**config.mk**
```make
export PLATFORM = sky130hd
export DESIGN_NAME = pcm_tdm_port
export DESIGN_NICKNAME = d
export VERILOG_FILES = /design/src/pcm_pkg.sv /design/src/pcm_sync.sv /design/src/pcm_tdm_port.sv
export SDC_FILE = /design/constraint.sdc
export NUM_CORES = 1
export LEC_CHECK = 0
export ABC_AREA = 1
export BUFFER_PORTS_ARGS = -buffer_cell sky130_fd_sc_hd__buf_2
export CAP_MARGIN = 20
export CORE_MARGIN = 1
export CORE_UTILIZATION = 57
export CTS_BUF_LIST = sky130_fd_sc_hd__clkbuf_4 sky130_fd_sc_hd__clkbuf_8
export DETAILED_ROUTE_END_ITERATION = 10
export PLACE_DENSITY_LB_ADDON = 0.3
export SYNTH_ARGS = -nofsm -noshare
export SYNTH_HDL_FRONTEND = slang
export SYNTH_SLANG_ARGS = --single-unit
```
**constraint.sdc**
```tcl
create_clock -name CLK -period 1.9 [get_ports CLK]
set_input_delay 0 -clock CLK [delete_from_list [all_inputs] [get_ports CLK]]
set_output_delay 0 -clock CLK [all_outputs]
set_load 0.03 [all_outputs]
```
**src/pcm_pkg.sv**
```systemverilog
// Purpose: constants for the serial tdm port
// Assumes: 40 MHz core clock, 4.096 MHz shift clock
// Notes: frame length derives from channel count and bits per channel; no count uses the clock rate
`default_nettype none
package pcm_pkg;
    localparam int CLK_HZ = 40000000;
    localparam int SHIFT_CLOCK_HZ = 4096000;
    localparam int CHANNELS = 16;
    localparam int CHANNEL_BITS = 8;
    localparam int FRAME_BITS = CHANNELS * CHANNEL_BITS;
    localparam int BIT_CNT_W = 7;
    // longest frame pulse, in shift clock falls, still taken as a pulse
    localparam logic [2:0] PULSE_MAX_FALLS = 3'h3;
    localparam int CTRL_DRIVE_BIT = 6;
    localparam logic [7:0] CTRL_RESET = 8'h40;
    typedef enum logic [1:0] {
        FMT_NONE = 2'b00,
        FMT_BUS = 2'b01,
        FMT_GCI = 2'b10
    } pcm_format_type;
endpackage
`default_nettype wire

```
**src/pcm_sync.sv**
```systemverilog
// Purpose: two flip-flop synchroniser for one level
// Assumes: input asynchronous to CLK
// Notes: first stage read only by second stage
`default_nettype none
module pcm_sync (
    input wire logic CLK,
    input wire logic RESET_N,
    input wire logic d,
    output logic q
);
    logic meta;
    always_ff @(posedge CLK or negedge RESET_N) begin
        if (!RESET_N) begin
            meta <= 1'b0;
            q <= 1'b0;
        end else begin
            meta <= d;
            q <= meta;
        end
    end
endmodule
`default_nettype wire

```
**src/pcm_tdm_port.sv**
```systemverilog
// Purpose: serial pcm tdm port, two inputs and two outputs
// Assumes: shift clock and frame pulse sampled by CLK
// Notes: frame format found from the pulse polarity, pulse told from idle by its width in shift clocks
// Notes on behaviour
// inputs take 16 channel 2.048 Mb/s stream
// outputs send 16 channel 2.048 Mb/s stream
// receive in/send out port one, rest two
// 4.096 MHz shift clock moves all streams
// frame format detected automatically, no setting
// outputs drive when pin and bit6 high
// otherwise both outputs high impedance
// master clock asynchronous, synchronised crossing
// rate select chosen by outside party
// reset gives standby, control defaults restored
// two shift clocks per data bit
`default_nettype none
module pcm_tdm_port
    import pcm_pkg::*;
(
    input wire logic CLK,
    input wire logic RESET_N,
    input wire logic SHIFT_CLOCK_IN,
    input wire logic FRAME_PULSE_IN,
    input wire logic OUTPUT_DRIVE_ENABLE,
    input wire logic [7:0] CONTROL,
    input wire logic CONTROL_LOAD,
    input wire logic RECV_IN,
    input wire logic SEND_IN,
    output logic SEND_OUT,
    output logic SEND_OUT_OE,
    output logic RECV_OUT,
    output logic RECV_OUT_OE,
    output logic [7:0] RECV_IN_BYTE,
    output logic [7:0] SEND_IN_BYTE,
    output logic [3:0] IN_CHANNEL,
    output logic IN_VALID,
    input wire logic [7:0] SEND_OUT_BYTE,
    input wire logic [7:0] RECV_OUT_BYTE,
    output logic [3:0] OUT_CHANNEL,
    output logic OUT_LOAD,
    output logic [1:0] FRAME_FORMAT,
    output logic STANDBY
);
    import pcm_pkg::*;

    // ----------------------------------------------------------------
    // input synchronisers
    // ----------------------------------------------------------------
    logic clk_s, fp_s, drive_en_s, rin_s, sin_s;
    logic [4:0] raw;
    logic [4:0] synced;
    assign raw = {SHIFT_CLOCK_IN, FRAME_PULSE_IN, OUTPUT_DRIVE_ENABLE, RECV_IN, SEND_IN};
    genvar gi;
    generate
        for (gi = 0; gi < 5; gi++) begin : g_sync
            pcm_sync u_sync (
                .CLK(CLK),
                .RESET_N(RESET_N),
                .d(raw[gi]),
                .q(synced[gi])
            );
        end
    endgenerate
    assign {clk_s, fp_s, drive_en_s, rin_s, sin_s} = synced;

    // ----------------------------------------------------------------
    // shift clock edges
    // ----------------------------------------------------------------
    logic clk_d;
    logic rise, fall;
    always_ff @(posedge CLK or negedge RESET_N) begin
        if (!RESET_N) begin
            clk_d <= 1'b0;
        end else begin
            clk_d <= clk_s;
        end
    end
    assign rise = clk_s & ~clk_d;
    assign fall = ~clk_s & clk_d;

    // ----------------------------------------------------------------
    // frame format detection
    // ----------------------------------------------------------------
    // bus format pulse is low, gci pulse is high; both span at most one bit
    // polarity alone cannot tell pulse from idle, so the length of each level is counted:
    // idle lasts a whole frame, the pulse only a few falls
    logic fp_d;
    logic [2:0] fp_len;
    logic pulse_end;
    pcm_format_type fmt;
    logic frame_start;
    always_ff @(posedge CLK or negedge RESET_N) begin
        if (!RESET_N) begin
            fp_d <= 1'b0;
            fp_len <= 3'h0;
        end else if (fall) begin
            fp_d <= fp_s;
            if (fp_s != fp_d) begin
                fp_len <= 3'h1;
            end else if (fp_len != 3'h7) begin
                fp_len <= fp_len + 3'h1;
            end
        end
    end
    // length zero means no level seen yet, so leaving reset cannot fake a pulse
    assign pulse_end = fall && (fp_s != fp_d) && (fp_len != 3'h0) &&
        (fp_len <= PULSE_MAX_FALLS);
    always_ff @(posedge CLK or negedge RESET_N) begin
        if (!RESET_N) begin
            fmt <= FMT_NONE;
        end else if (pulse_end) begin
            if (fp_s) begin
                fmt <= FMT_BUS;
            end else begin
                fmt <= FMT_GCI;
            end
        end
    end
    // frame aligns at the trailing edge of the pulse, either polarity
    assign frame_start = pulse_end;

    // ----------------------------------------------------------------
    // bit timing
    // ----------------------------------------------------------------
    logic half;
    logic [BIT_CNT_W-1:0] bit_cnt;
    logic locked;
    always_ff @(posedge CLK or negedge RESET_N) begin
        if (!RESET_N) begin
            half <= 1'b0;
            bit_cnt <= '0;
            locked <= 1'b0;
        end else if (frame_start) begin
            half <= 1'b0;
            bit_cnt <= '0;
            locked <= 1'b1;
        end else if (fall) begin
            half <= ~half;
            if (half) begin
                bit_cnt <= bit_cnt + 7'h01;
            end
        end
    end

    // ----------------------------------------------------------------
    // receive shifters, one per input port
    // ----------------------------------------------------------------
    logic [7:0] rsh, ssh;
    logic sample;
    assign sample = rise && half && locked;
    always_ff @(posedge CLK or negedge RESET_N) begin
        if (!RESET_N) begin
            rsh <= 8'h00;
            ssh <= 8'h00;
            RECV_IN_BYTE <= 8'h00;
            SEND_IN_BYTE <= 8'h00;
            IN_CHANNEL <= 4'h0;
            IN_VALID <= 1'b0;
        end else begin
            IN_VALID <= 1'b0;
            if (sample) begin
                rsh <= {rsh[6:0], rin_s};
                ssh <= {ssh[6:0], sin_s};
                if (bit_cnt[2:0] == 3'h7) begin
                    RECV_IN_BYTE <= {rsh[6:0], rin_s};
                    SEND_IN_BYTE <= {ssh[6:0], sin_s};
                    IN_CHANNEL <= bit_cnt[6:3];
                    IN_VALID <= 1'b1;
                end
            end
        end
    end

    // ----------------------------------------------------------------
    // transmit shifters
    // ----------------------------------------------------------------
    logic [7:0] tsh_s, tsh_r;
    logic launch;
    assign launch = fall && !half && locked;
    always_ff @(posedge CLK or negedge RESET_N) begin
        if (!RESET_N) begin
            tsh_s <= 8'h00;
            tsh_r <= 8'h00;
            SEND_OUT <= 1'b1;
            RECV_OUT <= 1'b1;
            OUT_CHANNEL <= 4'h0;
            OUT_LOAD <= 1'b0;
        end else begin
            OUT_LOAD <= 1'b0;
            if (launch) begin
                if (bit_cnt[2:0] == 3'h0) begin
                    SEND_OUT <= SEND_OUT_BYTE[7];
                    RECV_OUT <= RECV_OUT_BYTE[7];
                    tsh_s <= {SEND_OUT_BYTE[6:0], 1'b0};
                    tsh_r <= {RECV_OUT_BYTE[6:0], 1'b0};
                    OUT_CHANNEL <= bit_cnt[6:3];
                    OUT_LOAD <= 1'b1;
                end else begin
                    SEND_OUT <= tsh_s[7];
                    RECV_OUT <= tsh_r[7];
                    tsh_s <= {tsh_s[6:0], 1'b0};
                    tsh_r <= {tsh_r[6:0], 1'b0};
                end
            end
        end
    end

    // ----------------------------------------------------------------
    // control and drive enable
    // ----------------------------------------------------------------
    logic [7:0] ctrl;
    always_ff @(posedge CLK or negedge RESET_N) begin
        if (!RESET_N) begin
            ctrl <= CTRL_RESET;
        end else if (CONTROL_LOAD) begin
            ctrl <= CONTROL;
        end
    end
    always_ff @(posedge CLK or negedge RESET_N) begin
        if (!RESET_N) begin
            SEND_OUT_OE <= 1'b0;
            RECV_OUT_OE <= 1'b0;
        end else begin
            SEND_OUT_OE <= drive_en_s & ctrl[CTRL_DRIVE_BIT];
            RECV_OUT_OE <= drive_en_s & ctrl[CTRL_DRIVE_BIT];
        end
    end
    assign FRAME_FORMAT = fmt;
    // standby drops one edge after reset release
    always_ff @(posedge CLK or negedge RESET_N) begin
        if (!RESET_N) begin
            STANDBY <= 1'b1;
        end else begin
            STANDBY <= 1'b0;
        end
    end

    // ----------------------------------------------------------------
    // checks
    // ----------------------------------------------------------------
    chk_drive_and: assert property (@(posedge CLK) disable iff (!RESET_N)
        SEND_OUT_OE == ($past(drive_en_s) & $past(ctrl[CTRL_DRIVE_BIT])))
        else $error("send drive not and of pin and bit");
    chk_drive_off: assert property (@(posedge CLK) disable iff (!RESET_N)
        !$past(ctrl[CTRL_DRIVE_BIT]) |-> !SEND_OUT_OE && !RECV_OUT_OE)
        else $error("output driven while disabled");
    chk_frame_zero: assert property (@(posedge CLK) disable iff (!RESET_N)
        frame_start |=> bit_cnt == 7'h00 && !half && locked)
        else $error("frame start did not clear counter");
    chk_half_bit: assert property (@(posedge CLK) disable iff (!RESET_N)
        fall && !frame_start && half |=> bit_cnt == $past(bit_cnt) + 7'h01)
        else $error("bit counter not advanced each two clocks");
    chk_hold_bit: assert property (@(posedge CLK) disable iff (!RESET_N)
        fall && !frame_start && !half |=> bit_cnt == $past(bit_cnt))
        else $error("bit counter moved mid bit");
    chk_byte_out: assert property (@(posedge CLK) disable iff (!RESET_N)
        sample && bit_cnt[2:0] == 3'h7 |=> IN_VALID && RECV_IN_BYTE[0] == $past(rin_s))
        else $error("byte not delivered");
    chk_send_load: assert property (@(posedge CLK) disable iff (!RESET_N)
        launch && bit_cnt[2:0] == 3'h0 |=> OUT_LOAD && SEND_OUT == $past(SEND_OUT_BYTE[7]))
        else $error("send byte not launched");
    chk_port_pair: assert property (@(posedge CLK) disable iff (!RESET_N)
        launch && bit_cnt[2:0] == 3'h0 |=> RECV_OUT == $past(RECV_OUT_BYTE[7]))
        else $error("receive out not paired");
    chk_edge_rise: assert property (@(posedge CLK) disable iff (!RESET_N)
        rise |-> $past(clk_s) == 1'b0)
        else $error("rise without low before");
endmodule
`default_nettype wire

```
==> results of run 1 <==
## layout make-up
class / instances / share of cell area [%]
sequential: 85 / 49.8
multi-input combinational: 226 / 25.1
clock inverter: 7 / 2.25
tap: 72 / 2.10
timing repair buffer: 89 / 14.0
clock buffer: 9 / 2.89
inverter: 43 / 3.77
## worst paths after layout
| check | to | slack, ns |
|---|---|---|
| min in group CLK | g_sync[1].u_sync.meta$_DFF_PN0_ | 0.29 |
| max | rsh[6]$_DFFE_PN0P_ | 0.34 |
| min reg2reg | g_sync[0].u_sync.q$_DFF_PN0_ | 0.36 |
| max reg2reg | rsh[6]$_DFFE_PN0P_ | 0.34 |
| max in group asynchronous | SEND_OUT$_DFFE_PN1P_ | 0.96 |
| min | RECV_IN_BYTE[5]$_DFFE_PN0P_ | 0.19 |
## registers in the layout (all words and copies together), names as in the netlist, 5 cells and up
name                count
rsh                     7
g_sync.u_sync.q         5
g_sync.u_sync.meta      5
ssh                     7
SEND_IN_BYTE            8
RECV_IN_BYTE            8
tsh_r                   7
tsh_s                   7
bit_cnt                 7
## cells by family after synthesis
group	share of synthesized area, %
AO/OA/AOI/OAI	9.08
adder cells (fa/ha/maj)	2.54
buffers and inverters	6.90
flip-flops	61.9
multiplexers	0.327
other	0.109
AND/OR/NAND/NOR	19.2
## layout by cell type (no fill, tap or decap), drive strengths merged
| cell | Yosys | routed |
|---|---|---|
| a31oi | 14 | 14 |
| clkbuf | 1 | 9 |
| dfstp | 4 | 4 |
| conb | 1 | 1 |
| nor2 | 20 | 20 |
| inv | 42 | 44 |
| bufinv | 0 | 2 |
| nand4 | 8 | 8 |
| o21ai | 45 | 45 |
| ha | 7 | 7 |
| clkinv | 1 | 4 |
| nand3 | 6 | 6 |
| buf | 12 | 65 |
| dlygate4sd3 | 0 | 24 |
| dfrtp | 81 | 81 |
| nand2 | 122 | 122 |
| nor3 | 2 | 2 |
| mux2 | 1 | 1 |
## power groups by stage
stage | sequential, W | clock, W | combinational, W
4_1_cts | 0.00242 | 0.00143 | 0.00118
6_report | 0.00243 | 0.00139 | 0.00118
2_1_floorplan | 0.00251 | 0 | 0.000750
3_3_place_gp | 0.00243 | 0 | 0.00109
3_5_place_dp | 0.00245 | 0 | 0.00114
5_1_grt | 0.00248 | 0.00149 | 0.00136
## stage by stage
stage          instances  hold slack (ns)  utilization (%)  power (W)  cell area [um^2]
6_report             531            0.193             75.4    0.00500              4280
5_1_grt              531            0.260             75.4    0.00533              4280
3_3_place_gp         491           0.0468             67.3    0.00352              3820
3_5_place_dp         491           0.0545             67.3    0.00359              3820
2_1_floorplan        367           -0.296                -    0.00326              3450
4_1_cts              531            0.216             75.4    0.00503              4280
## per-layer routing
layer | GRT usage (%) | vias to the layer above | share of wire [%]
met3 | 3.66 | 12 | 4.0
met4 | 10.7 | 0 | 1.2
met2 | 40.3 | 74 | 50
met1 | 30.0 | 1289 | 45
met5 | 0 | - | 0
li1 | - | 1336 | -
## repair_timing
| action | in CTS | in global routing |
|---|---|---|
| setup buffers | 0 | 0 |
| hold endpoints to repair | 67 | 0 |
| gates resized for setup | 0 | 0 |
| hold buffers | 24 | 0 |
==> flow_metrics.py, run 1 <==
metrics = {
    "grt": {
        "grt_pass1_wl_um": 11400,
        "grt_pass1_vias": 2644,
        "grt_usage_pct": 23.7,
        "antenna_found_initial": 0,
        "gr-total-overflow": 0,
        "grt_max_degree": 50,
    },
    "detailed_routing": {
        "drtPass1Iterations": 4,
        "route.detailed.drc": 0,
        "drt_wl_total_um": 6640,
        "vias_per_cell": 5.11,
        "drt.antenna.violating_nets": 0,
        "routedWlPerCell_um": 12.5,
        "drt_iter0_markers": 155,
        "routed-via-count": 2711,
    },
    "cells_and_area": {
        "final_nets": 493,
        "regArea_um2": 2130,
        "nFillCells": 400,
        "area_growth_syn_to_layout_pct": 24.2,
        "drive_gt1_share_pct": 20.0,
        "n_antenna_cell": 0,
        "multi_input_area_um2": 1080,
    },
    "pwr": {
        "p_sw_w": 0.00165,
        "irDropWorstVdd_v": 0.000836,
        "seqPwrFrac_pct": 48.6,
        "power_density_nw_per_um2": 1170,
        "internal_power_w": 0.00335,
        "pwr-share-clk_pct": 27.9,
        "power_switching_share_pct": 33.0,
        "power_frac_comb_pct": 23.6,
        "power_leakage_nw": 2.22,
    },
    "sta": {
        "rsz0062_at_grt": "false",
        "hold_viol_final": 0,
        "slew_violations": 0,
        "period_minus_slack_ns": 1.56,
        "max_freq_mhz": 640,
        "finalSetupTns_ns": 0,
        "setup_viol": 0,
        "relSlewSlack_pct": 59.5,
        "tightest_slew_ns": 0.608,
        "postLayoutSetupSlackWorst_ns": 0.337,
        "fin_crit_sh_pct": 82.3,
        "finClkSkew_ns": 0.0103,
    },
    "clocking": {
        "cts_buffers": 9,
        "cts.path.max_buffers": 2,
        "clock_sinks": 85,
        "path_clk_slew_ns": 0.09,
        "cts_tree": "done",
        "cts_root_buf": "clkbuf_8",
        "clock_latency_ns": 0.35,
        "htree_levels": 3,
    },
    "worst_setup_path": {
        "crit_path_start": "half$_DFFE_PN0P_",
        "worstRegToRegCells": 6,
        "cp_top_family": "flip-flops",
        "crit_slowest_cell": "dfrtp_1",
        "critical_path.max_fanout": 25,
        "critical_path_buf_inv_count": 2,
        "critPathLaunchType": "flip-flop",
        "setup.worst_path.class": "reg -> reg",
        "end_kind": "flip-flop",
        "cpMostUsedCell": "nand2_1",
        "cp.arrival_ns": 1.79,
        "worstPathCellList": "nand2_1 -> nor3_4 -> buf_4 -> inv_1 -> nand2_1 -> o21ai_0",
        "path_depth": 6,
        "reg2reg_from": "half$_DFFE_PN0P_",
        "slowest_delay_ns": 0.58,
        "cp.required_ns": 2.13,
    },
    "run_status": {
        "status": "complete, no violations",
    },
    "synth": {
        "async_flop_share_pct": 100,
        "yosysMostFrequentCell": "nand2_1",
        "synth_top_area_cell": "dfrtp_1",
        "yosysWarnings": 0,
        "ys.flop_type": "dfrtp_1",
        "synth-seq-cells": 85,
        "synthCells": 367,
        "synth_top_area_share_pct": 58.8,
        "syn_area_um2": 3450,
        "synth_edf_count": 0,
        "synth_common_cells": "nand2_1 (119), dfrtp_1 (81), inv_1 (42)",
        "syn_avg_cell_area_um2": 9.39,
        "synthDistinctLibCells": 21,
        "synth_fp_nets": 406,
        "ys_top_cells_by_area": "dfrtp_1 (59%), nand2_1 (13%), inv_1 (4.6%)",
        "synth_seq_area_share_pct": 61.9,
    },
    "placement": {
        "dp.final_hpwl_um": 4260,
        "dp_slack_ns": 0.315,
        "gp_congestion": 0.795,
        "portBuffers": 57,
    },
    "floorplanning": {
        "rows": 27,
        "initial_core_util_pct": 60.7,
        "core-area_um2": 5680,
        "num_io_pins": 65,
        "die-area_um2": 6360,
        "die_w_um": 79.8,
        "die_height_um": 79.8,
    },
    "worst_hold_path": {
        "min_path_type": "in -> async",
    },
    "run": {
        "maxCapViolCount": 0,
    },
}
Power figures use the tool's default switching activity.
==> run 2, diff against run 1 <==
clock period = 1.6 ns   (was 1.9 ns; I/O delays follow)
==> run 2 against run 1 <==
  * Via count is 0.22% lower
  * Sequential share of layout area is 0.46 points lower
  * Wire length is 2.2% lower
  * First-iteration DRC count is 9.0% higher
  * Combinational power is 27% higher
  * Setup slack worse by 0.20 ns
  * Critical path type unchanged
  * Critical endpoint is now IN_CHANNEL[3]$_DFFE_PN0P_
==> flow_metrics.py, run 2 (same netlist as run 1, synthesis figures left out) <==
metrics = {
    "cells_and_area": {
        "nFillCells": 435,
        "area_growth_syn_to_layout_pct": 25.4,
        "final_nets": 496,
        "stdcell_count": 533,
        "n_antenna_cell": 0,
        "mostFrequentLayoutCells": "nand2_1 (118), dfrtp_1 (81), buf_2 (56)",
        "largestRegisters": "RECV_IN_BYTE (8), SEND_IN_BYTE (8)",
        "final_common_cell": "nand2_1",
        "drive_gt1_share_pct": 20.8,
    },
    "pwr": {
        "power_density_nw_per_um2": 1360,
        "irDropWorstVdd_v": 0.000838,
        "power_leakage_nw": 2.22,
    },
    "floorplanning": {
        "rows": 27,
        "die-area_um2": 6360,
        "core-area_um2": 5680,
        "die_w_um": 79.8,
        "num_io_pins": 65,
        "initial_core_util_pct": 60.7,
        "die_height_um": 79.8,
    },
    "detailed_routing": {
        "routed-via-count": 2705,
        "vias_per_cell": 5.08,
        "routedWlPerCell_um": 12.2,
        "drt_iter0_markers": 169,
        "drt.antenna.violating_nets": 0,
        "drt_wl_total_um": 6500,
        "drtPass1Iterations": 4,
        "route.detailed.drc": 0,
    },
    "placement": {
        "portBuffers": 57,
        "dpl.cell_count": 493,
        "dp_slack_ns": 0.107,
        "dp.final_hpwl_um": 4250,
        "gp_congestion": 0.802,
    },
    "worst_setup_path": {
        "critical_path.max_fanout": 16,
        "critPathLaunchType": "flip-flop",
        "cp.required_ns": 1.87,
        "worstRegToRegCells": 6,
        "end_kind": "flip-flop",
        "crit_path_start": "bit_cnt[0]$_DFFE_PN0P_",
        "r2r-end": "IN_CHANNEL[3]$_DFFE_PN0P_",
        "setup.worst_path.class": "reg -> reg",
        "reg2reg_from": "bit_cnt[0]$_DFFE_PN0P_",
        "cp.arrival_ns": 1.73,
        "reg2reg_setup_slack_ns": 0.14,
    },
    "grt": {
        "grt_max_degree": 39,
        "antenna_found_initial": 0,
        "grt_pass1_wl_um": 11100,
        "gr-total-overflow": 0,
        "grt_usage_pct": 22.9,
        "grt_pass1_vias": 2644,
    },
    "sta": {
        "slew_violations": 0,
        "finClkSkew_ns": 0.0141,
        "period_minus_slack_ns": 1.46,
        "setup_viol": 0,
        "rsz0062_at_grt": "true",
        "hold_viol_final": 0,
        "fin_crit_sh_pct": 91.3,
        "postLayoutSetupSlackWorst_ns": 0.139,
        "max_freq_mhz": 684,
    },
    "run": {
        "maxCapViolCount": 0,
    },
    "clocking": {
        "cts_tree": "done",
        "clock_sinks": 85,
        "path_clk_slew_ns": 0.08,
        "cts_buffers": 9,
        "cts.path.max_buffers": 2,
        "postCtsSetupRepairBufs": 0,
        "htree_levels": 3,
        "cts_root_buf": "clkbuf_8",
        "clock_latency_ns": 0.35,
    },
    "worst_hold_path": {
        "min_path_type": "in -> async",
    },
    "run_status": {
        "status": "complete, no violations",
    },
}
-- run 2: cell count changes in the layout (fill, tap and decap cells not counted), sizes merged --
cell / delta
clkinvlp: +3
inv: -3
bufinv: -1
clkbuf: +4
clkinv: -3
buf: +2
-- run 2: what timing repair did --
| action | in CTS | in global routing |
|---|---|---|
| setup endpoints to repair | 0 | 20 |
| hold buffers | 24 | 0 |
| resized for setup | 0 | 5 |
| hold endpoints to repair | 105 | 0 |
-- run 2: how the worst max path moves through the flow --
stage / to / cells past startpoint / slack, ns
global placement: tsh_s[5]$_DFFE_PN0P_ / 7 / 0.15
global route: tsh_r[1]$_DFFE_PN0P_ / 8 / -0.005
detailed placement: RECV_OUT$_DFFE_PN1P_ / 7 / 0.11
CTS: RECV_OUT$_DFFE_PN1P_ / 7 / 0.09
floorplan: tsh_r[3]$_DFFE_PN0P_ / 8 / 0.23
finish: IN_CHANNEL[3]$_DFFE_PN0P_ / 6 / 0.14
-- run 2: where the power goes --
| part | switching, W | total, W | internal (W) |
|---|---|---|---|
| clock network | 0.000693 | 0.00150 | 0.000809 |
| registers | 0.000274 | 0.00287 | 0.00260 |
| logic | 0.000955 | 0.00150 | 0.000545 |
-- run 2: cell type report --
class	count	area [um^2]	area share (%)
Clock buffer	13	160	3.71
Clock inverter	2	37.5	0.869
Inverter	43	165	3.82
Multi-Input combinational cell	226	1080	25.1
Sequential cell	85	2130	49.3
Tap cell	72	90.1	2.09
Timing Repair Buffer	91	644	14.9
Timing Repair inverter	1	7.51	0.174
-- run 2: metal layers --
| metal | wire length (um) | global-route usage [%] | up-vias |
|---|---|---|---|
| li1 | - | - | 1342 |
| met2 | 3180 | 39.9 | 69 |
| met1 | 2910 | 27.5 | 1285 |
| met5 | 0 | 0 | - |
| met4 | 85 | 9.11 | 0 |
| met3 | 317 | 5.03 | 9 |
-- run 2: critical path: stages, from the launching register on --
cell and delay (ns):
dfrtp_1 0.42, ha_1 0.29, ha_1 0.24, nand2_4 0.09
buf_4 0.20, nand2_1 0.07, o21ai_1 0.08
-- run 2: metrics by stage --
step	TNS (ns)	util [%]	hold slack, ns	total power, W	area (um^2)
6_report	0	76.1	0.117	0.00587	4320
5_1_grt	-0.00528	76.1	0.147	0.00629	4320
4_1_cts	0	75.7	0.115	0.00584	4300
3_5_place_dp	0	68.0	-0.0451	0.00428	3860
3_3_place_gp	0	68.0	-0.0439	0.00421	3860
2_1_floorplan	0	-	-0.296	0.00387	3450
==> run 3, diff against run 2 <==
GPL_ROUTABILITY_DRIVEN = 0   (was default)
SYNTH_HIERARCHICAL = 1   (was default)
==> run 3 against run 2 <==
  * First-iteration DRC count decreased by 11%
  * Wire length increased by 7.9%
  * Via count increased by 2.5%
  * Sequential share of layout area decreased by 1.4 points
  * Cell area increased by 3.0%
==> flow_metrics.py, run 3 <==
metrics = {
    "worst_setup_path": {
        "end_kind": "flip-flop",
        "reg2reg_from": "bit_cnt[0]$_DFFE_PN0P_",
        "cp.arrival_ns": 1.78,
        "critical_path_buf_inv_count": 1,
        "critical_path.max_fanout": 16,
        "cpMostUsedCell": "ha_1",
        "cp.required_ns": 1.88,
        "cp_top_family": "adder cells",
        "critPathLaunchType": "flip-flop",
        "slowest_delay_ns": 0.45,
        "setup.worst_path.class": "reg -> reg",
        "worstPathCellList": "ha_1 -> ha_1 -> nand2_4 -> buf_12 -> nand2_1 -> o21ai_2",
        "crit_path_start": "bit_cnt[0]$_DFFE_PN0P_",
        "reg2reg_setup_slack_ns": 0.1,
        "crit_slowest_cell": "dfrtp_2",
    },
    "cells_and_area": {
        "largestRegisters": "RECV_IN_BYTE (8), SEND_IN_BYTE (8)",
        "final_nets": 501,
        "drive_gt1_share_pct": 25.9,
        "final_common_cell": "nand2_1",
        "stdcell_count": 542,
        "n_antenna_cell": 0,
        "area_growth_syn_to_layout_pct": 25.5,
        "mostFrequentLayoutCells": "nand2_1 (119), dfrtp_1 (80), buf_2 (56)",
    },
    "sta": {
        "max_freq_mhz": 665,
        "fin_crit_sh_pct": 93.9,
        "slew_violations": 0,
        "finClkSkew_ns": 0.00810,
        "relSlewSlack_pct": 61.3,
        "period_minus_slack_ns": 1.50,
        "hold_viol_final": 0,
        "setup_viol": 0,
        "finalSetupTns_ns": 0,
        "tightest_slew_ns": 0.581,
        "rsz0062_at_grt": "false",
    },
    "placement": {
        "dpl.cell_count": 502,
        "portBuffers": 57,
        "dp.final_hpwl_um": 4450,
    },
    "clocking": {
        "cts_tree": "done",
        "htree_levels": 3,
        "cts.path.max_buffers": 2,
        "clock_latency_ns": 0.35,
        "path_clk_slew_ns": 0.09,
        "cts_root_buf": "clkbuf_8",
        "clock_sinks": 85,
        "cts_buffers": 9,
    },
    "detailed_routing": {
        "routed-via-count": 2773,
        "drtPass1Iterations": 4,
        "route.detailed.drc": 0,
        "drt_iter0_markers": 151,
        "vias_per_cell": 5.12,
        "drt.antenna.violating_nets": 0,
        "drt_wl_total_um": 7010,
        "routedWlPerCell_um": 12.9,
    },
    "grt": {
        "gr-total-overflow": 0,
        "grt_max_degree": 43,
        "grt_usage_pct": 23.9,
        "grt_pass1_wl_um": 11700,
        "grt_pass1_vias": 2720,
        "antenna_found_initial": 0,
    },
    "floorplanning": {
        "die-area_um2": 6540,
        "num_io_pins": 65,
        "die_w_um": 80.9,
        "core-area_um2": 5960,
        "rows": 28,
        "die_height_um": 80.9,
        "initial_core_util_pct": 59.5,
    },
    "synth": {
        "yosysMostFrequentCell": "nand2_1",
        "ys_top_cells_by_area": "dfrtp_1 (57%), nand2_1 (13%), inv_1 (4.0%)",
        "synthCells": 369,
        "async_flop_share_pct": 100,
        "yosysWarnings": 6,
        "synth_seq_area_share_pct": 60.1,
        "ys.flop_type": "dfrtp_1",
        "syn_area_um2": 3550,
        "synth_top_area_share_pct": 57.2,
        "synth_top_area_cell": "dfrtp_1",
        "synth_edf_count": 0,
        "synthDistinctLibCells": 23,
        "synth_common_cells": "nand2_1 (119), dfrtp_1 (81), inv_1 (38)",
        "syn_avg_cell_area_um2": 9.61,
        "synth-seq-cells": 85,
        "synth_fp_nets": 408,
    },
    "worst_hold_path": {
        "min_path_type": "in -> async",
    },
    "pwr": {
        "irDropWorstVdd_v": 0.00100,
        "power_density_nw_per_um2": 1350,
        "power_leakage_nw": 2.29,
    },
    "run": {
        "maxCapViolCount": 0,
    },
    "run_status": {
        "status": "complete, no violations",
    },
}
==> run 3: routing by layer <==
layer | global-route usage [%] | up-vias | wire length, um
met5 | 0 | - | 0
met3 | 5.39 | 13 | 334
met1 | 29.5 | 1316 | 3170
met4 | 10.9 | 0 | 101
li1 | - | 1365 | -
met2 | 40.1 | 79 | 3400
==> run 3: cell families (layout without fill, tap and decap cells) <==
logic type	after synthesis	count (layout)	share of synthesized area, %
DFF	85	85	60.1
AOI/OAI and AO/OA	59	59	10.5
other	1	1	0.106
adders and majority gates	7	7	2.47
and+or+nand+nor	160	160	19.1
muxes	1	1	0.318
buffers and inverters	56	154	7.34
==> run 3: per-stage QoR <==
| step | setup WS, ns | instance area (um^2) | util (%) | total power (W) | hold WS [ns] |
|---|---|---|---|---|---|
| floorplan | 0.242 | 3550 | - | 0.00395 | -0.296 |
| global placement | 0.151 | 4000 | 67.2 | 0.00436 | 0.0321 |
| detailed placement | 0.108 | 4000 | 67.2 | 0.00445 | 0.0339 |
| CTS | 0.0683 | 4450 | 74.6 | 0.00605 | 0.195 |
| global route | 0.00274 | 4450 | 74.7 | 0.00641 | 0.232 |
| finish | 0.0974 | 4450 | 74.7 | 0.00603 | 0.181 |
==> run 3: worst paths after layout <==
path / to / cells past startpoint
max in group asynchronous: STANDBY$_DFF_PN1_ / 3
min in group CLK: g_sync[0].u_sync/meta$_DFF_PN0_ / 2
worst min register to register: g_sync[3].u_sync/q$_DFF_PN0_ / 0
worst max-delay path: SEND_IN_BYTE[5]$_DFFE_PN0P_ / 6
worst max register to register: SEND_IN_BYTE[5]$_DFFE_PN0P_ / 6
worst min-delay path: RECV_IN_BYTE[4]$_DFFE_PN0P_ / 2
==> run 3: final cells by class <==
cell class	instances	area, um^2
Sequential cell	85	2130
Tap cell	75	93.8
Clock inverter	5	60.1
Timing Repair Buffer	96	703
Fill cell	408	1500
Clock buffer	11	145
Inverter	42	158
Multi-Input combinational cell	228	1160
==> run 3: what timing repair did <==
item                                    4_1_cts  5_1_grt
endpoints found under the setup margin        0       25
setup buffers                                 0        0
hold buffers                                 24        0
gates resized for setup                       0        2
endpoints found under the hold margin        58        0
==> run 3: power breakdown <==
| part | internal [W] | total, W | leakage, nW | switching, W |
|---|---|---|---|---|
| Clock | 0.000781 | 0.00153 | 0.0912 | 0.000751 |
| Combinational | 0.000603 | 0.00164 | 1.12 | 0.00103 |
| Sequential | 0.00260 | 0.00287 | 1.08 | 0.000266 |
| Total | 0.00398 | 0.00603 | 2.29 | 0.00205 |
